===== config.mk =====
export PLATFORM = sky130hd
export DESIGN_NAME = gpcl_port
export DESIGN_NICKNAME = d
export VERILOG_FILES = /design/src/verilog/gpcl_pkg.sv /design/src/verilog/gpcl_pad_cell.sv /design/src/verilog/gpcl_port.sv
export SDC_FILE = /design/constraint.sdc
export NUM_CORES = 1
export LEC_CHECK = 0
export BUFFER_PORTS_ARGS = -buffer_cell sky130_fd_sc_hd__buf_2
export CAP_MARGIN = 30
export CORE_ASPECT_RATIO = 0.9
export CORE_UTILIZATION = 47
export DETAILED_ROUTE_END_ITERATION = 8
export PLACE_DENSITY = 0.85
export SYNTH_ARGS = -nofsm -noshare
export SYNTH_HDL_FRONTEND = slang
export SYNTH_SLANG_ARGS = --single-unit
export TNS_END_PERCENT = 1

===== constraint.sdc =====
create_clock -name clk_sys -period 2.02 [get_ports clk_sys]
set_input_delay 0.404 -clock clk_sys [delete_from_list [all_inputs] [get_ports clk_sys]]
set_output_delay 0.404 -clock clk_sys [all_outputs]
set_load 0.01 [all_outputs]

===== src/verilog/gpcl_pkg.sv =====
// Shared constants, types and reset helpers for the pad enable / commit lock block
package gpcl_pkg;

  // Register byte offsets on the slave bus
  localparam logic [11:0] OFS_ENABLE = 12'h51C;
  localparam logic [11:0] OFS_LOCK   = 12'h520;
  localparam logic [11:0] OFS_COMMIT = 12'h524;
  localparam logic [11:0] OFS_AFSEL  = 12'h528;
  localparam logic [11:0] OFS_ID4    = 12'hFD0;
  localparam logic [11:0] OFS_ID5    = 12'hFD4;
  localparam logic [11:0] OFS_ID6    = 12'hFD8;
  localparam logic [11:0] OFS_ID7    = 12'hFDC;

  // Lock key and lock status read values
  localparam logic [31:0] UNLOCK_KEY    = 32'h1ACCE551;
  localparam logic [31:0] STAT_LOCKED   = 32'h00000001;
  localparam logic [31:0] STAT_UNLOCKED = 32'h00000000;

  // Per-kind reset values and writable commit bits
  localparam logic [7:0] ENA_RST_ORD = 8'h00;
  localparam logic [7:0] ENA_RST_B   = 8'h80;
  localparam logic [7:0] ENA_RST_C   = 8'h0F;
  localparam logic [7:0] CMT_RST_ORD = 8'hFF;
  localparam logic [7:0] CMT_RST_B   = 8'h7F;
  localparam logic [7:0] CMT_RST_C   = 8'hF0;
  localparam logic [7:0] CMT_WR_ORD  = 8'h00;
  localparam logic [7:0] CMT_WR_B    = 8'h80;
  localparam logic [7:0] CMT_WR_C    = 8'h0F;

  // Which flavour of port an instance is
  typedef enum logic [1:0] {GPCL_ORDINARY, GPCL_PORT_B, GPCL_PORT_C} gpcl_kind_type;

  // Slave bus request bundle, Avalon-MM field names
  typedef struct packed {
    logic        read;
    logic        write;
    logic [11:0] address;
    logic [31:0] writedata;
    logic [3:0]  byteenable;
  } gpcl_avreq_type;

  // Digital enable (and alt select) reset value
  function automatic logic [7:0] gpclEnaReset(gpcl_kind_type k);
    case (k)
      GPCL_PORT_B: return ENA_RST_B;
      GPCL_PORT_C: return ENA_RST_C;
      default:     return ENA_RST_ORD;
    endcase
  endfunction

  // Commit mask reset value
  function automatic logic [7:0] gpclCmtReset(gpcl_kind_type k);
    case (k)
      GPCL_PORT_B: return CMT_RST_B;
      GPCL_PORT_C: return CMT_RST_C;
      default:     return CMT_RST_ORD;
    endcase
  endfunction

  // Commit mask bits that software may change
  function automatic logic [7:0] gpclCmtWritable(gpcl_kind_type k);
    case (k)
      GPCL_PORT_B: return CMT_WR_B;
      GPCL_PORT_C: return CMT_WR_C;
      default:     return CMT_WR_ORD;
    endcase
  endfunction

endpackage


===== src/verilog/gpcl_pad_cell.sv =====
// One pad: input synchroniser, receiver gate and driver gate
`timescale 1ns/1ps
module gpcl_pad_cell (
  input  wire logic clk_sys,
  input  wire logic srst,
  input  wire logic digEnable,
  input  wire logic altSel,
  input  wire logic gpioOut,
  input  wire logic gpioOe,
  input  wire logic altOut,
  input  wire logic altOe,
  input  wire logic padIn,
  output logic      padOut,
  output logic      padOe,
  output logic      rxData
);

  logic sync1_r;     // First stage, read only by second
  logic sync2_r;     // Second stage
  logic sync3_r;     // Third stage
  logic padLevel_r;  // Filtered pin level

  // Three-stage capture of the asynchronous pin
  always_ff @(posedge clk_sys) begin
    if (srst) begin
      sync1_r <= 1'b0;
      sync2_r <= 1'b0;
      sync3_r <= 1'b0;
    end else begin
      sync1_r <= padIn;
      sync2_r <= sync1_r;
      sync3_r <= sync2_r;
    end
  end

  // Level moves only once stages two and three agree
  always_ff @(posedge clk_sys) begin
    if (srst) begin
      padLevel_r <= 1'b0;
    end else if (sync2_r == sync3_r) begin
      padLevel_r <= sync3_r;
    end
  end

  // Receiver gate: disabled pad feeds a constant zero
  always_ff @(posedge clk_sys) begin
    if (srst) begin
      rxData <= 1'b0;
    end else begin
      rxData <= digEnable & padLevel_r;
    end
  end

  // Driver gate: disabled pad stays undriven, alt path wins when selected
  always_ff @(posedge clk_sys) begin
    if (srst) begin
      padOe  <= 1'b0;
      padOut <= 1'b0;
    end else begin
      padOe  <= digEnable & (altSel ? altOe : gpioOe);
      padOut <= digEnable & (altSel ? altOut : gpioOut);
    end
  end

endmodule // gpcl_pad_cell


===== src/verilog/gpcl_port.sv =====
// Port control: pad digital enable, commit lock, commit mask, alt select, ident
//
// Operation
// - Disabled pad neither drives nor feeds receiver.
// - Any digital use needs its enable bit.
// - Enable resets zero; debug ports keep debug pins.
// - Full key write unlocks the commit mask.
// - Other key or commit write relocks.
// - Lock reads status: one locked, zero unlocked.
// - Commit mask writes ignored while locked.
// - Mask zero discards alt select bit write.
// - Mask one lets alt select bit update.
// - Unprotected mask bits read-only, fixed at one.
// - Only B7 and C3..C0 mask bits writable.
// - Mask resets FF, B 7F, C F0.
// - Four read-only ident bytes form one word.
//
// Design decision made here: the Avalon-MM register port.
`timescale 1ns/1ps
module gpcl_port
  import gpcl_pkg::*;
#(
  parameter gpcl_kind_type PORT_KIND  = GPCL_ORDINARY,
  // Arbitrary identification word, low byte first
  parameter logic [31:0]   IDENT_WORD = 32'h5A3C96E1
) (
  input  wire logic            clk_sys,
  input  wire gpcl_avreq_type  avsReq,
  input  wire logic            srst,
  input  wire logic [7:0]      padIn,
  input  wire logic [7:0]      gpioOut,
  input  wire logic [7:0]      gpioOe,
  input  wire logic [7:0]      altOut,
  input  wire logic [7:0]      altOe,
  output logic                 waitrequest,
  output logic [31:0]          readdata,
  output logic [7:0]           padOut,
  output logic [7:0]           padOe,
  output logic [7:0]           rxData,
  output logic [7:0]           digitalEnable,
  output logic [7:0]           altSelect
);

  ////////////////////////////////////////////////////////////////////////////
  // Constants fixed by the port kind

  localparam logic [7:0] ENA_RST = gpclEnaReset(PORT_KIND);
  localparam logic [7:0] CMT_RST = gpclCmtReset(PORT_KIND);
  localparam logic [7:0] CMT_WR  = gpclCmtWritable(PORT_KIND);

  ////////////////////////////////////////////////////////////////////////////
  // Declarations

  // Bus handshake states
  typedef enum logic {BUS_IDLE, BUS_ANSWER} gpcl_bus_type;

  gpcl_bus_type busState_r;       // Handshake state
  logic         waitReq_r;        // Registered waitrequest
  logic [31:0]  readData_r;       // Registered read answer
  logic [31:0]  readData_nxt;     // Read mux output
  logic [7:0]   enaBits_r;        // Digital enable bits
  logic [7:0]   cmtBits_r;        // Stored commit mask
  logic [7:0]   cmtRead;          // Commit mask as software sees it
  logic [7:0]   afselBits_r;      // Alt function select bits
  logic         lockState_r;      // One while commit mask locked
  logic         wrAcc;            // Write taken this edge
  logic         rdAcc;            // Read answered this edge
  logic         newReq;           // Fresh request seen while idle
  logic         keyMatch;         // Full key on all lanes
  logic         lane0;            // Low byte lane enabled

  ////////////////////////////////////////////////////////////////////////////
  // Bus decode helpers

  // Request seen while idle is answered on the next cycle
  assign newReq   = (busState_r == BUS_IDLE) && (avsReq.read || avsReq.write);
  // Write and read complete at the edge where waitrequest is low
  assign wrAcc    = (busState_r == BUS_ANSWER) && avsReq.write;
  assign rdAcc    = (busState_r == BUS_ANSWER) && avsReq.read;
  assign lane0    = avsReq.byteenable[0];
  // A partial write can never carry the key, so it locks
  assign keyMatch = (avsReq.writedata == UNLOCK_KEY) && (avsReq.byteenable == 4'hF);

  // Non-writable mask bits are hardwired to one
  assign cmtRead = cmtBits_r | ~CMT_WR;

  ////////////////////////////////////////////////////////////////////////////
  // Handshake: one wait cycle, then one answer cycle

  // Fixed latency keeps the master's timing simple and predictable
  always_ff @(posedge clk_sys) begin
    if (srst) begin
      busState_r <= BUS_IDLE;
      waitReq_r  <= 1'b1;
    end else begin
      case (busState_r)
        BUS_IDLE: begin
          if (newReq) begin
            busState_r <= BUS_ANSWER;
            waitReq_r  <= 1'b0;
          end
        end
        BUS_ANSWER: begin
          // Master releases after this edge
          busState_r <= BUS_IDLE;
          waitReq_r  <= 1'b1;
        end
        default: begin
          busState_r <= BUS_IDLE;
          waitReq_r  <= 1'b1;
        end
      endcase
    end
  end

  ////////////////////////////////////////////////////////////////////////////
  // Read multiplexer

  // Reserved bits and unmapped offsets read as zero
  always_comb begin
    readData_nxt = 32'h00000000;
    case (avsReq.address)
      OFS_ENABLE: readData_nxt = {24'h000000, enaBits_r};
      // Status, not the last value written
      OFS_LOCK:   readData_nxt = lockState_r ? STAT_LOCKED : STAT_UNLOCKED;
      OFS_COMMIT: readData_nxt = {24'h000000, cmtRead};
      OFS_AFSEL: readData_nxt = {24'h000000, afselBits_r};
      // Identification bytes, read-only
      OFS_ID4:   readData_nxt = {24'h000000, IDENT_WORD[7:0]};
      OFS_ID5:   readData_nxt = {24'h000000, IDENT_WORD[15:8]};
      OFS_ID6:   readData_nxt = {24'h000000, IDENT_WORD[23:16]};
      OFS_ID7:   readData_nxt = {24'h000000, IDENT_WORD[31:24]};
      default:   readData_nxt = 32'h00000000;
    endcase
  end

  // Answer captured when the request is first seen
  always_ff @(posedge clk_sys) begin
    if (srst) begin
      readData_r <= 32'h00000000;
    end else if (newReq && avsReq.read) begin
      readData_r <= readData_nxt;
    end else if (busState_r == BUS_ANSWER) begin
      // Clear after the answer so stale data never lingers
      readData_r <= 32'h00000000;
    end
  end

  ////////////////////////////////////////////////////////////////////////////
  // Digital enable register

  // Reset leaves only the debug pins enabled
  always_ff @(posedge clk_sys) begin
    if (srst) begin
      enaBits_r <= ENA_RST;
    end else if (wrAcc && lane0 && avsReq.address == OFS_ENABLE) begin
      enaBits_r <= avsReq.writedata[7:0];
    end
  end

  ////////////////////////////////////////////////////////////////////////////
  // Lock state, private to this port

  // Any commit write relocks, even one that was ignored
  always_ff @(posedge clk_sys) begin
    if (srst) begin
      lockState_r <= 1'b1;
    end else if (wrAcc && avsReq.address == OFS_LOCK) begin
      lockState_r <= !keyMatch;
    end else if (wrAcc && avsReq.address == OFS_COMMIT) begin
      lockState_r <= 1'b1;
    end
  end

  ////////////////////////////////////////////////////////////////////////////
  // Commit mask

  // Only protected bits move; others hold their reset ones
  always_ff @(posedge clk_sys) begin
    if (srst) begin
      cmtBits_r <= CMT_RST;
    end else if (wrAcc && lane0 && avsReq.address == OFS_COMMIT && !lockState_r) begin
      cmtBits_r <= (cmtBits_r & ~CMT_WR) | (avsReq.writedata[7:0] & CMT_WR);
    end
  end

  ////////////////////////////////////////////////////////////////////////////
  // Alternate function select, filtered by the commit mask

  // Masked-off bits keep their old value so debug pins stay put
  always_ff @(posedge clk_sys) begin
    if (srst) begin
      afselBits_r <= ENA_RST;
    end else if (wrAcc && lane0 && avsReq.address == OFS_AFSEL) begin
      afselBits_r <= (afselBits_r & ~cmtRead)
                   | (avsReq.writedata[7:0] & cmtRead);
    end
  end

  ////////////////////////////////////////////////////////////////////////////
  // Pads

  // Each pad gated by its own enable bit
  for (genvar i = 0; i < 8; i++) begin : g_pad
    gpcl_pad_cell u_pad (
      .clk_sys   (clk_sys),
      .srst      (srst),
      .digEnable (enaBits_r[i]),
      .altSel    (afselBits_r[i]),
      .gpioOut   (gpioOut[i]),
      .gpioOe    (gpioOe[i]),
      .altOut    (altOut[i]),
      .altOe     (altOe[i]),
      .padIn     (padIn[i]),
      .padOut    (padOut[i]),
      .padOe     (padOe[i]),
      .rxData    (rxData[i])
    );
  end

  ////////////////////////////////////////////////////////////////////////////
  // Outputs

  assign waitrequest   = waitReq_r;
  assign readdata      = readData_r;
  assign digitalEnable = enaBits_r;
  assign altSelect     = afselBits_r;
endmodule // gpcl_port


==> impl_results.md <==
* Status: completed
* Hold Vio Cnt, Final at 0
* RSZ-0062 raised after global routing: no
* Worst setup margin at about 0.26 ns
* Hold Path Class: in2reg
* Clock Latency Late Sink at 0.34 ns
* Cells along the critical path: buf_2, or4_4, buf_4, o21ai_0, nand4_1, o21ai_0
* Post-synth top area cell: dfxtp_1
* Adder and majority gate portion of the synthesized area at 0
* TritonCTS Sinks at a little over 80
* Post-CTS Setup Bufs at 0
* Buffers & Inverters on Critical Path at 2
* Detail Placement HPWL at 6.512 mm
* Initial antenna violation count at 0
* Area of the multi-input gates at 1505 um2
* CP top delay family: simple AND/OR/NAND/NOR gates
* Synth Area in Simple Gates at 0.2138
* Residual DRC at 0
* #FFs+latches synth at 83
* Initial Utilization at 0.4856
* Core area at approximately 7500 um2
* Sequential area share after synthesis at 0.4536
* Final period util at 0.8709
* Yosys top cell area share at 0.4536
* Main synth FF type: dfxtp_1
* Post-synth EDFFs at 0
* Ant. Diodes at 0
* Cell Area, Synth at roughly 3700 um2
* Asr flop ratio synth at 0
* Overflow after GRT at 0
* Min-delay src: padIn[1]
* FF/Latch Area at about 1700 um2
* CP endpoint kind: flop
* Synth Area in Compound Gates at 0.08197
* Pre-antenna DRT Iters at 4
* Min Hold Slack at 0.2656 ns
* Critical Path Max Stage Delay at approximately 0.54 ns
* Row count at 30
* Top cells by area, synth: dfxtp_1 (45%), buf_4 (13%), mux2i_1 (8.7%)
* Routed via count at just under 3k
* Dpl ws at -0.06181 ns
* Fillers at around 670
* Die Y at around 86 um
* MaxCap Viol Count at 0
* Met3 WL post-DR at roughly 760 um
* Post-CTS sizing at 0
* Slowest CP cell: or4_4
* Pwr/cell area at ~670 nW/um2
* Critical path's most frequent cell: o21ai_0
* Die W at between 90 and 100 um
* Clk slew on worst S/H paths at roughly 0.080 ns
* First-pass GRT wire length at about 13 mm
* Wire length on met2 at 3.799 mm
* Number of synthesis warnings at 0
* Final setup fails at 0
* Crit path max fanout at 6
* WP data arrival at ~2.0 ns
* Clock tree buffer depth at 2
* Reg2Reg Launch Point: busState_r$_SDFF_PP0_
* Antenna violation net count after detailed routing at 0
* Slew Viols, Final at 0
* H-tree Lvls at 3
* Unique masters post-synth at between 40 and 50
* VDD IR max at 443.1 uV
* Synth cell count leaders: dfxtp_1 (83), buf_4 (64), nor2_1 (48), mux2i_1 (32), nor2b_1 (24)
* CTS buffer count at 9
* Setup crit start: avsReq[47]
* WL final at roughly 8 mm
* Worst endpoint required time at roughly 2.3 ns
* Die area at between 8000 and 9000 um2
* Setup Skew at roughly 0.0074 ns
* Fin crit period at 1.759 ns
* Synthesized area per cell at 9.394 um2
* Max Clk Rate at 0.5685 GHz
* Share of cells above drive strength 1 at 0.3592
* Clk root buf: clkbuf_8
* TritonCTS clock tree: done
* Max Used Layer: met4
* Initial DRC count at slightly below 100
* Met1 wire length at 3.533 mm
* Lkg Pwr at between 1.5 and 2 nW
* # nets final at about 600
* I/O pin count at 165
* DR WL/cell at around 13 um
* Vias/cell at between 4 and 5
* Area growth syn-to-layout at 18.89%
* All-layer global routing usage at 0.2068
* Mapped Cells at 390
* # hold bufs at CTS at 0
* Vias in the first global route at 2776
* CP Class: in2reg
* Critical Path Start Type: input port
* Xor and xnor fraction of the mapped netlist area at 0
* Largest net degree at the start of global routing at 57
* Mux cell area share after synthesis at 0.09051
* Top-count cell post-synth: dfxtp_1
* Largest family of logic cells by synthesized area: simple AND/OR/NAND/NOR gates
* Count of input and output buffers at 140
* Placer Congestion at 0.8884
==> cell families (layout without fill, tap and decap cells) <==
logic type / count (synthesis) / after routing
other: 1 / 24
buffers and inverters: 82 / 184
and+or+nand+nor: 142 / 142
muxes: 33 / 33
AOI/OAI and AO/OA: 49 / 49
DFF: 83 / 83
==> registers in the layout, indices dropped and copies added (netlist names) <==
register	flops
altSelect	8
lockState_r	1
g_pad.u_pad.padOut	8
busState_r	1
g_pad.u_pad.sync3_r	8
digitalEnable	8
readdata	8
g_pad.u_pad.sync2_r	8
g_pad.u_pad.rxData	8
g_pad.u_pad.padLevel_r	8
g_pad.u_pad.sync1_r	8
g_pad.u_pad.padOe	8
waitrequest	1
==> where the power goes <==
| part | switching [W] | total [W] | internal, W |
|---|---|---|---|
| Combinational | 0.000118 | 0.000232 | 0.000114 |
| Sequential | 0.0000110 | 0.00167 | 0.00166 |
| Clock | 0.000550 | 0.00102 | 0.000474 |
==> final timing paths <==
| kind | to | slack [ns] | depth (start not counted) |
|---|---|---|---|
| worst max-delay path | readdata[2]$_SDFFE_PP0P_ | 0.26 | 6 |
| worst min-delay path | g_pad[1].u_pad.sync1_r$_SDFF_PP0_ | 0.27 | 2 |
| worst max register to register | lockState_r$_SDFFE_PP1P_ | 0.50 | 5 |
| worst min register to register | g_pad[1].u_pad.sync2_r$_SDFF_PP0_ | 0.44 | 1 |
==> cell usage in the layout (no fill, tap or decap), types with 2 or more instances in the layout <==
cell,instances
clkinv_2,2
nand4_1,4
nor4_1,5
o21ai_0,16
nor2b_1,24
nand3_1,4
clkbuf_8,10
buf_4,20
conb_1,24
dfxtp_1,83
inv_1,8
buf_2,140
nand4b_1,3
nor2_1,48
or2_2,2
nor4b_1,2
nand2b_1,9
o31ai_1,2
a21oi_1,15
o21bai_1,2
mux2i_1,32
nor3_1,6
a22o_1,2
and2_1,2
nand2_1,23
==> final cells by class <==
cell class,instances,area share
clock buffer,11,0.03246
clock inverter,4,0.006033
inverter,8,0.006895
multi-input combinational,248,0.3456
sequential,83,0.3815
tap,96,0.02758
timing repair buffer,161,0.1999
==> routing by layer <==
layer,global-route usage,vias to the layer above
li1,-,1481
met1,0.2629,1357
met2,0.3331,130
met3,0.07801,5
met4,0.04408,0
met5,0,-
==> stage by stage <==
step	power, W	util	std cells	instance area (um2)	setup TNS (ns)
floorplan	0.001841	-	413	3750	0
global placement	0.001934	0.5551	596	4188	-0.1273
detailed placement	0.001940	0.5551	596	4188	-0.6598
CTS	0.002956	0.5773	611	4355	0
global route	0.003064	0.5773	611	4355	0
finish	0.002925	0.5773	611	4355	0
Note: power is estimated with default switching activity, not from simulation.
